$ cat src/design/srop_regs.vh
// Constants for the sensor result output port: status byte layout,
// configuration word fields, command codes and widths.
// Included by the top design file of the block only.
`ifndef SROP_REGS_VH
`define SROP_REGS_VH

// General status byte bit positions
`define SROP_ST_UNUSED      7
`define SROP_ST_POWERED     6
`define SROP_ST_BUSY        5
`define SROP_ST_MODE_HI     4
`define SROP_ST_MODE_LO     3
`define SROP_ST_MEM_ERR     2
`define SROP_ST_ADC_OVF     1
`define SROP_ST_MATH_SAT    0

// Operating mode codes in status bits 4:3
`define SROP_MODE_NORMAL    2'h0
`define SROP_MODE_COMMAND   2'h1
`define SROP_MODE_TEST      2'h2

// Configuration word 02h fields
`define SROP_CFG_WORD       8'h02
`define SROP_CFG_ADDR_HI    6
`define SROP_CFG_ADDR_LO    0
`define SROP_CFG_DENS_EN    9

// Measurement command codes
`define SROP_CMD_MEASURE    8'hAA
`define SROP_CMD_RAW_SENS   8'hA2
`define SROP_CMD_RAW_TEMP   8'hA6

// Byte counts
`define SROP_CMD_MAX_BYTES  3
`define SROP_FULL_BYTES     3'h6
`define SROP_RAW_BYTES      3'h3

// Result limits and ADC resolution
`define SROP_RES_MAX        24'hFFFFFF
`define SROP_ADC_MIN_BITS   12
`define SROP_DENS_WIDTH     16

`endif

$ cat src/design/srop_pdm.v
// First-order sigma-delta pulse-density modulator.
// Assumes level is stable between result updates; output low when idle.
`timescale 1ns/100ps
`default_nettype none

module srop_pdm #(
    parameter WIDTH = 16
) (
    // Clock and reset
    input  wire             clock,
    input  wire             resetn,
    // Control and level
    input  wire             enable,
    input  wire [WIDTH-1:0] level,
    // Stream
    output reg              pdm_q
);

    reg  [WIDTH-1:0] acc_q;
    wire [WIDTH:0]   sum_d = {1'b0, acc_q} + {1'b0, level};

    always @(posedge clock or negedge resetn) begin
        if (!resetn) begin
            acc_q <= {WIDTH{1'b0}};
            pdm_q <= 1'b0;
        end else if (enable) begin
            // Carry out of the accumulator is the density bit
            acc_q <= sum_d[WIDTH-1:0];
            pdm_q <= sum_d[WIDTH];
        end else begin
            acc_q <= {WIDTH{1'b0}};
            pdm_q <= 1'b0;
        end
    end

endmodule

`default_nettype wire

$ cat src/design/srop_sync.v
// Two flip-flop synchroniser, one stage pair per bit.
// Assumes the inputs are asynchronous to clock; resets to the idle-high
// level of an open-drain bus.
`timescale 1ns/100ps
`default_nettype none

module srop_sync #(
    parameter WIDTH = 2
) (
    // Clock and reset
    input  wire             clock,
    input  wire             resetn,
    // Signals
    input  wire [WIDTH-1:0] async_in,
    output wire [WIDTH-1:0] sync_out
);

    genvar i;
    generate
        for (i = 0; i < WIDTH; i = i + 1) begin : g_bit
            reg meta_q;
            reg sync_q;
            always @(posedge clock or negedge resetn) begin
                if (!resetn) begin
                    meta_q <= 1'b1;
                    sync_q <= 1'b1;
                end else begin
                    meta_q <= async_in[i];
                    sync_q <= meta_q;
                end
            end
            assign sync_out[i] = sync_q;
        end
    endgenerate

endmodule

`default_nettype wire

$ cat src/design/srop_top.v
// Result output port: two-wire slave that takes commands and returns the
// status byte and result words, plus the pulse-density output stage.
// Assumes the measurement core answers each command with one result_valid
// pulse and that the bus clock is several system clocks long per phase.
//
// Operation
// - Density output forces cyclic mode, no sleep
// - Density enable bit starts stream after reset
// - Stream carries compensated sensor, 16-bit scaled
// - Slave address loaded from config after reset
// - Read starts with status, then command data
// - Repeated reads same data; command invalidates
// - Status bit 7 always zero
// - Status bit 6 one while powered
// - Busy bit set; commands ignored while busy
// - Status bits 4:3 give operating mode
// - Status bit 2 flags memory checksum failure
// - Status bit 1 flags raw capacitive overflow
// - Status bit 0 flags last measurement saturation
// - Out-of-range results clamped and reported
// - Seven-bit addressing only, all speeds
// - Status readable anytime; master waits busy
// - Temperature result unsigned 0 to FFFFFF
// - Same commands on any interface type
// - Measure returns sensor then temperature word
`timescale 1ns/100ps
`default_nettype none
`include "srop_regs.vh"

module srop_top (
    // Clock and reset
    input  wire        clock,
    input  wire        resetn,
    // Two-wire bus pins
    input  wire        scl_in,
    input  wire        sda_in,
    output reg         sda_out_q,
    output reg         sda_oe_q,
    // Configuration word 02h from non-volatile memory
    input  wire [15:0] cfg_word,
    // Core status inputs
    input  wire [1:0]  core_mode,
    input  wire        mem_error,
    input  wire [1:0]  adc_bits,
    // Core result inputs
    input  wire        result_valid,
    input  wire [25:0] sensor_value,
    input  wire [25:0] temp_value,
    input  wire [23:0] adc_raw,
    input  wire        raw_is_cap,
    input  wire        core_sat,
    // Command outputs to core
    output reg         cmd_valid_q,
    output reg  [7:0]  cmd_code_q,
    output reg  [15:0] cmd_arg_q,
    // Mode control and density stream
    output reg         cyclic_req_q,
    output reg         sleep_inhibit_q,
    output wire        density_out
);

    localparam ST_IDLE     = 3'h0;
    localparam ST_ADDR     = 3'h1;
    localparam ST_ADDR_ACK = 3'h2;
    localparam ST_RX       = 3'h3;
    localparam ST_RX_ACK   = 3'h4;
    localparam ST_TX       = 3'h5;
    localparam ST_TX_ACK   = 3'h6;

    // Pin synchronisation and bus events
    wire [1:0] pins_s;
    reg        scl_prev_q;
    reg        sda_prev_q;

    srop_sync #(.WIDTH(2)) u_sync (
        .clock    (clock),
        .resetn   (resetn),
        .async_in ({scl_in, sda_in}),
        .sync_out (pins_s)
    );

    wire scl_s    = pins_s[1];
    wire sda_s    = pins_s[0];
    wire scl_rise = scl_s & ~scl_prev_q;
    wire scl_fall = ~scl_s & scl_prev_q;
    wire bus_start = scl_s & scl_prev_q & sda_prev_q & ~sda_s;
    wire bus_stop  = scl_s & scl_prev_q & ~sda_prev_q & sda_s;

    // State
    reg [2:0]  state_q;
    reg [3:0]  bit_cnt_q;
    reg [7:0]  rx_sh_q;
    reg [7:0]  tx_sh_q;
    reg        nack_q;
    reg [2:0]  rd_idx_q;
    reg [1:0]  rx_cnt_q;
    reg [23:0] rx_bytes_q;
    reg        wr_seen_q;
    reg [6:0]  slave_addr_q;
    reg        load_cfg_q;
    reg        dens_en_q;
    reg        busy_q;
    reg        data_valid_q;
    reg        meas_cmd_q;
    reg        full_cmd_q;
    reg [47:0] data_q;
    reg        adc_ovf_q;
    reg        math_sat_q;
    reg [15:0] dens_level_q;

    // Clamp a signed core value into the unsigned 24-bit result range
    function [24:0] clamp24;
        input [25:0] v;
        begin
            if (v[25])
                clamp24 = {1'b1, 24'h000000};
            else if (v[24])
                clamp24 = {1'b1, `SROP_RES_MAX};
            else
                clamp24 = {1'b0, v[23:0]};
        end
    endfunction

    wire [24:0] sens_c = clamp24(sensor_value);
    wire [24:0] temp_c = clamp24(temp_value);

    // Raw overflow: top bit of the selected resolution or any bit above it differs from sign
    reg     raw_ovf;
    integer n;
    integer i;
    always @* begin
        raw_ovf = 1'b0;
        n = `SROP_ADC_MIN_BITS + 2 * adc_bits;
        for (i = 0; i < 24; i = i + 1) begin
            if (i >= n - 1 && adc_raw[i] != adc_raw[23])
                raw_ovf = 1'b1;
        end
    end

    wire [7:0] status_byte;
    assign status_byte[`SROP_ST_UNUSED]   = 1'b0;
    assign status_byte[`SROP_ST_POWERED]  = 1'b1;
    assign status_byte[`SROP_ST_BUSY]     = busy_q;
    assign status_byte[`SROP_ST_MODE_HI:`SROP_ST_MODE_LO] = core_mode;
    assign status_byte[`SROP_ST_MEM_ERR]  = mem_error;
    assign status_byte[`SROP_ST_ADC_OVF]  = adc_ovf_q;
    assign status_byte[`SROP_ST_MATH_SAT] = math_sat_q;

    // Read byte order: status first, then held data
    reg [7:0] next_byte;
    always @* begin
        next_byte = 8'h00;
        if (data_valid_q) begin
            case (rd_idx_q)
                3'h1:    next_byte = data_q[47:40];
                3'h2:    next_byte = data_q[39:32];
                3'h3:    next_byte = data_q[31:24];
                3'h4:    next_byte = full_cmd_q ? data_q[23:16] : 8'h00;
                3'h5:    next_byte = full_cmd_q ? data_q[15:8] : 8'h00;
                3'h6:    next_byte = full_cmd_q ? data_q[7:0] : 8'h00;
                default: next_byte = 8'h00;
            endcase
        end
    end

    wire [7:0] first_code = rx_bytes_q[23:16];
    wire       code_meas  = (first_code == `SROP_CMD_MEASURE) |
                            (first_code == `SROP_CMD_RAW_SENS) |
                            (first_code == `SROP_CMD_RAW_TEMP);

    always @(posedge clock or negedge resetn) begin
        if (!resetn) begin
            scl_prev_q      <= 1'b1;
            sda_prev_q      <= 1'b1;
            state_q         <= ST_IDLE;
            bit_cnt_q       <= 4'h0;
            rx_sh_q         <= 8'h00;
            tx_sh_q         <= 8'h00;
            nack_q          <= 1'b0;
            rd_idx_q        <= 3'h0;
            rx_cnt_q        <= 2'h0;
            rx_bytes_q      <= 24'h000000;
            wr_seen_q       <= 1'b0;
            sda_out_q       <= 1'b0;
            sda_oe_q        <= 1'b0;
            slave_addr_q    <= 7'h00;
            load_cfg_q      <= 1'b1;
            dens_en_q       <= 1'b0;
            cyclic_req_q    <= 1'b0;
            sleep_inhibit_q <= 1'b0;
            busy_q          <= 1'b0;
            data_valid_q    <= 1'b0;
            meas_cmd_q      <= 1'b0;
            full_cmd_q      <= 1'b0;
            data_q          <= 48'h000000000000;
            adc_ovf_q       <= 1'b0;
            math_sat_q      <= 1'b0;
            dens_level_q    <= 16'h0000;
            cmd_valid_q     <= 1'b0;
            cmd_code_q      <= 8'h00;
            cmd_arg_q       <= 16'h0000;
        end else begin
            scl_prev_q  <= scl_s;
            sda_prev_q  <= sda_s;
            sda_out_q   <= 1'b0;
            cmd_valid_q <= 1'b0;

            // Address and enable caught once after reset release
            if (load_cfg_q) begin
                load_cfg_q   <= 1'b0;
                slave_addr_q <= cfg_word[`SROP_CFG_ADDR_HI:`SROP_CFG_ADDR_LO];
                dens_en_q    <= cfg_word[`SROP_CFG_DENS_EN];
            end
            // Density output keeps cyclic mode awake
            cyclic_req_q    <= dens_en_q;
            sleep_inhibit_q <= dens_en_q;

            // Result latch and busy release together
            if (result_valid && busy_q) begin
                busy_q       <= 1'b0;
                data_valid_q <= 1'b1;
                data_q       <= {sens_c[23:0], temp_c[23:0]};
                math_sat_q   <= meas_cmd_q &
                                (core_sat | sens_c[24] | temp_c[24]);
                adc_ovf_q    <= raw_is_cap & raw_ovf;
                if (full_cmd_q)
                    dens_level_q <= sens_c[23:8];
            end

            if (bus_start) begin
                state_q   <= ST_ADDR;
                bit_cnt_q <= 4'h0;
                rx_cnt_q  <= 2'h0;
                wr_seen_q <= 1'b0;
                sda_oe_q  <= 1'b0;
            end else if (bus_stop) begin
                state_q  <= ST_IDLE;
                sda_oe_q <= 1'b0;
                // Same command set on every interface
                if (wr_seen_q && rx_cnt_q != 2'h0 && !busy_q) begin
                    cmd_valid_q  <= 1'b1;
                    cmd_code_q   <= first_code;
                    cmd_arg_q    <= rx_bytes_q[15:0];
                    busy_q       <= 1'b1;
                    data_valid_q <= 1'b0;
                    meas_cmd_q   <= code_meas;
                    full_cmd_q   <= (first_code == `SROP_CMD_MEASURE);
                    math_sat_q   <= 1'b0;
                end
            end else begin
                case (state_q)
                    ST_ADDR, ST_RX: begin
                        if (scl_rise) begin
                            rx_sh_q   <= {rx_sh_q[6:0], sda_s};
                            bit_cnt_q <= bit_cnt_q + 4'h1;
                        end else if (scl_fall && bit_cnt_q == 4'h8) begin
                            bit_cnt_q <= 4'h0;
                            if (state_q == ST_ADDR) begin
                                if (rx_sh_q[7:1] == slave_addr_q) begin
                                    sda_oe_q <= 1'b1;
                                    nack_q   <= rx_sh_q[0];
                                    state_q  <= ST_ADDR_ACK;
                                end else begin
                                    state_q <= ST_IDLE;
                                end
                            end else begin
                                // Up to three command bytes kept
                                if (rx_cnt_q != `SROP_CMD_MAX_BYTES) begin
                                    rx_cnt_q   <= rx_cnt_q + 2'h1;
                                    if (rx_cnt_q == 2'h0)
                                        rx_bytes_q <= {rx_sh_q, 16'h0000};
                                    else if (rx_cnt_q == 2'h1)
                                        rx_bytes_q[15:8] <= rx_sh_q;
                                    else
                                        rx_bytes_q[7:0] <= rx_sh_q;
                                end
                                sda_oe_q <= 1'b1;
                                state_q  <= ST_RX_ACK;
                            end
                        end
                    end
                    ST_ADDR_ACK: begin
                        if (scl_fall) begin
                            if (nack_q) begin
                                tx_sh_q   <= status_byte;
                                sda_oe_q  <= ~status_byte[7];
                                bit_cnt_q <= 4'h1;
                                rd_idx_q  <= 3'h1;
                                state_q   <= ST_TX;
                            end else begin
                                sda_oe_q  <= 1'b0;
                                wr_seen_q <= 1'b1;
                                state_q   <= ST_RX;
                            end
                        end
                    end
                    ST_RX_ACK: begin
                        if (scl_fall) begin
                            sda_oe_q <= 1'b0;
                            state_q  <= ST_RX;
                        end
                    end
                    ST_TX: begin
                        // Shift out most significant bit first
                        if (scl_fall) begin
                            if (bit_cnt_q == 4'h8) begin
                                sda_oe_q <= 1'b0;
                                state_q  <= ST_TX_ACK;
                            end else begin
                                tx_sh_q   <= {tx_sh_q[6:0], 1'b0};
                                sda_oe_q  <= ~tx_sh_q[6];
                                bit_cnt_q <= bit_cnt_q + 4'h1;
                            end
                        end
                    end
                    ST_TX_ACK: begin
                        if (scl_rise) begin
                            nack_q <= sda_s;
                        end else if (scl_fall) begin
                            if (nack_q) begin
                                state_q <= ST_IDLE;
                            end else begin
                                tx_sh_q   <= next_byte;
                                sda_oe_q  <= ~next_byte[7];
                                bit_cnt_q <= 4'h1;
                                if (rd_idx_q != 3'h7)
                                    rd_idx_q <= rd_idx_q + 3'h1;
                                state_q   <= ST_TX;
                            end
                        end
                    end
                    default: begin
                        sda_oe_q <= 1'b0;
                    end
                endcase
            end
        end
    end

    // Density stream on its own pin
    srop_pdm #(.WIDTH(`SROP_DENS_WIDTH)) u_pdm (
        .clock  (clock),
        .resetn (resetn),
        .enable (dens_en_q),
        .level  (dens_level_q),
        .pdm_q  (density_out)
    );

endmodule

`default_nettype wire

$ cat config.mk
export PLATFORM = sky130hd
export DESIGN_NAME = srop_top
export DESIGN_NICKNAME = d
export VERILOG_FILES = /design/src/design/srop_pdm.v /design/src/design/srop_sync.v /design/src/design/srop_top.v
export VERILOG_INCLUDE_DIRS = /design/src /design/src/design
export SDC_FILE = /design/constraint.sdc
export NUM_CORES = 1
export LEC_CHECK = 0
export BUFFER_PORTS_ARGS = -buffer_cell sky130_fd_sc_hd__buf_2
export CAP_MARGIN = 20
export CORE_UTILIZATION = 40
export CTS_CLUSTER_DIAMETER = 80
export CTS_CLUSTER_SIZE = 8
export DETAILED_ROUTE_END_ITERATION = 8
export GPL_ROUTABILITY_DRIVEN = 0
export SYNTH_ARGS = -nofsm -noshare
export SYNTH_HDL_FRONTEND = slang
export SYNTH_HIERARCHICAL = 1
export SYNTH_SLANG_ARGS = --single-unit
$ cat constraint.sdc
create_clock -name clock -period 2.9 [get_ports clock]
set_input_delay 0.725 -clock clock [delete_from_list [all_inputs] [get_ports clock]]
set_output_delay 0.725 -clock clock [all_outputs]
set_load 0.02 [all_outputs]
==> impl_metrics.ini <==
[timing]
fin_tns_setup_ns = 0
setup_viol = 0
finalCritPeriodShare_pct = 86.0
setup_ws_ns = 0.407
rsz0062_at_grt = no
worst_slew_pin_slew_ns = 0.718
finClkSkew_ns = 0.0154
fmax_ghz = 0.401
finalCriticalPeriod_ns = 2.49
hold_viol = 0
slew_headroom_pct = 51.6
drv_slew = 0

[worst_setup_path]
cpPeakStageDelay_ns = 0.60
cp_common_cell = ha_1
crit_required_ns = 3.22
crit_type = reg -> reg
worst-r2r-setup-slack_ns = 0.41
cp_slowest_cell = a2111oi_0
crit_fanout = 9
regToRegStartpoint = rd_idx_q[1]$_DFFE_PN0P_
path_cells = ha_1 -> ha_1 -> a2111oi_0 -> nor3b_1 -> buf_4 -> o21ai_0 -> o211ai_1 -> mux2_2
endpoint_kind = flop
worstRegToRegCells = 8
arrival_ns = 2.81
start_kind = flop
rr_endpoint = tx_sh_q[4]$_DFFE_PN0P_

[detailed_routing]
drc = 0
postRouteWirelength_um = 21400
vias = 7159
drt_first_pass_iters = 5
wl_per_cell_um = 15.8
drtAntennaViolNets = 0
viasPerCell = 5.30
drt_iter0_drc = 489

[clocking]
cts_made_buffers = 17
clk_latency_ns = 0.44
cts-htree-levels = 4
cts.sinks = 182
postCtsSetupBuffers = 0
clkTransAtPathRegs_ns = 0.07
clock_path_buffers = 2
cts-resized-gates = 0
cts_tree = yes
root_buffer = clkbuf_16
cts_hold_buffers = 0

[cells_and_area]
final_cells = 1351
diodes = 0
drive_above_1_share_pct = 21.6
area_growth_pct = 15.4
final_nets = 1192
fillCellCount = 2185

[synthesis]
synth_top_area_share_pct = 47.2
syn_inst = 955
synth.avg_cell_area_um2 = 9.71
synth_edf_count = 0
synthesis.area_um2 = 9280
yosysTopAreaCell = dfrtp_1
yosysSeqAreaShare_pct = 49.2
synth_flop_cell = dfrtp_1
synth.most_common_cell = nand2_1
synth_area_leaders = dfrtp_1 47%, nand2_1 7.6%, mux2_2 5.2%, ha_1 4.6%, o21ai_0 3.7%
yosysUniqueCellTypes = 80
synthTopCellsByCount = 188 x nand2_1, 175 x dfrtp_1, 72 x nor2_1, 69 x o21ai_0
async_flop_share_pct = 100
ys_seq_elements = 182
synth_warnings = 6

[worst_hold_path]
hold_path_class = in -> async

[floorplan]
dieArea_um2 = 23800
die_height_um = 154
rows = 55
start_util_pct = 40.9
die_x_um = 154
coreArea_um2 = 22700
pin_count = 134

[run_status]
status = completed

[placement]
dp_hpwl_um = 15100
io_buffers = 120
dp.cells = 1319
place_ws_ns = 0.435

[grt]
grt_pass1_vias = 6966
grt_overflow_total = 0
grt_first_pass_wirelength_um = 36200
grt_start_max_net_pins = 98
track_usage_pct = 19.2
antenna_found_initial = 0

[flow_run]
cap_viol_max_count = 0

[pwr]
power.density_nw_per_um2 = 499
vdd_drop_max_uv = 332
p_leak_nw = 5.14
cells by family (layout without fill, tap and decap cells):
| logic type | after synthesis | in the layout | synth area share, % |
|---|---|---|---|
| AND/OR/NAND/NOR | 348 | 348 | 16.9 |
| AO/OA/AOI/OAI | 231 | 231 | 17.0 |
| flip-flops | 182 | 182 | 49.2 |
| buffers and inverters | 81 | 191 | 3.51 |
| multiplexers | 53 | 53 | 6.32 |
| adder cells (fa/ha/maj) | 35 | 35 | 4.80 |
| XOR/XNOR | 23 | 23 | 2.17 |
| other | 2 | 3 | 0.0809 |
registers in the layout, indices dropped and copies added (netlist names), 2 cells and up:
name,cells
data_q,48
rx_bytes_q,24
cmd_arg_q,16
dens_level_q,16
u_pdm/acc_q,16
cmd_code_q,8
rx_sh_q,8
slave_addr_q,7
tx_sh_q,7
bit_cnt_q,4
rd_idx_q,3
state_q,3
rx_cnt_q,2
u_sync/g_bit.meta_q,2
u_sync/g_bit.sync_q,2
worst max-delay path, delay by kind of cell, from the launching register on:
family / cells / cell delay, ns
adder cells (fa/ha/maj): 2 / 0.54
flip-flops: 1 / 0.41
multiplexers: 1 / 0.27
AO/OA/AOI/OAI: 3 / 0.84
buffers and inverters: 1 / 0.19
AND/OR/NAND/NOR: 1 / 0.13
through the flow:
stage	hold slack [ns]	area [µm²]	util, %	power (mW)
floorplan	0.345	9280	-	3.00
CTS	0.305	10700	47.2	5.41
finish	0.281	10700	47.2	5.34
global route	0.330	10700	47.2	5.59
detailed placement	0.347	10200	44.8	3.21
global placement	0.347	10200	44.8	3.20
report_power, final:
group          internal (mW)  switching, mW  leakage [nW]  total (mW)
clock                   1.14           1.04         0.261        2.18
combinational          0.183          0.232          2.46       0.415
sequential              2.65         0.0913          2.42        2.74
routing by layer:
metal	up-vias	global-route usage (%)	share of wire (%)
met5	-	0	0
met4	0	5.85	1.4
met2	157	29.9	46
met3	19	3.36	3.9
li1	3557	-	-
met1	3426	27.2	48
how the worst max path moves through the flow:
stage | endpoint | slack, ns | cells after the start | startpoint
2_1_floorplan | tx_sh_q[1]$_DFFE_PN0P_ | 0.65 | 9 | rd_idx_q[2]$_DFFE_PN0P_
5_1_grt | tx_sh_q[3]$_DFFE_PN0P_ | 0.21 | 8 | rd_idx_q[0]$_DFFE_PN0P_
3_3_place_gp | tx_sh_q[4]$_DFFE_PN0P_ | 0.44 | 8 | rd_idx_q[1]$_DFFE_PN0P_
3_5_place_dp | tx_sh_q[4]$_DFFE_PN0P_ | 0.44 | 8 | rd_idx_q[1]$_DFFE_PN0P_
4_1_cts | tx_sh_q[4]$_DFFE_PN0P_ | 0.42 | 8 | rd_idx_q[1]$_DFFE_PN0P_
6_report | tx_sh_q[4]$_DFFE_PN0P_ | 0.41 | 8 | rd_idx_q[1]$_DFFE_PN0P_
cells in the final DEF, fill, tap and decap left out, types with 13 or more instances in the layout:
master,synthesis,final
a21oi_1,26,26
a22oi_1,13,13
buf_2,5,119
buf_4,4,13
clkbuf_16,0,17
dfrtp_1,175,175
ha_1,34,34
inv_1,22,22
mux2_2,43,43
nand2_1,188,187
nand3_1,16,16
nor2_1,72,72
nor2b_1,15,15
o21ai_0,69,69
o21bai_1,16,16
o31ai_1,37,37
xnor2_1,13,13
area by class of cell:
class                           instances  area [µm²]  area share (%)
Clock inverter                         11        92.6           0.865
Clock buffer                           21         450            4.21
Inverter                               23        86.3           0.806
Timing Repair Buffer                  136         764            7.14
Sequential cell                       182        4560            42.6
Tap cell                              285         357            3.33
Multi-Input combinational cell        693        4400            41.0
Power figures use the tool's default switching activity.
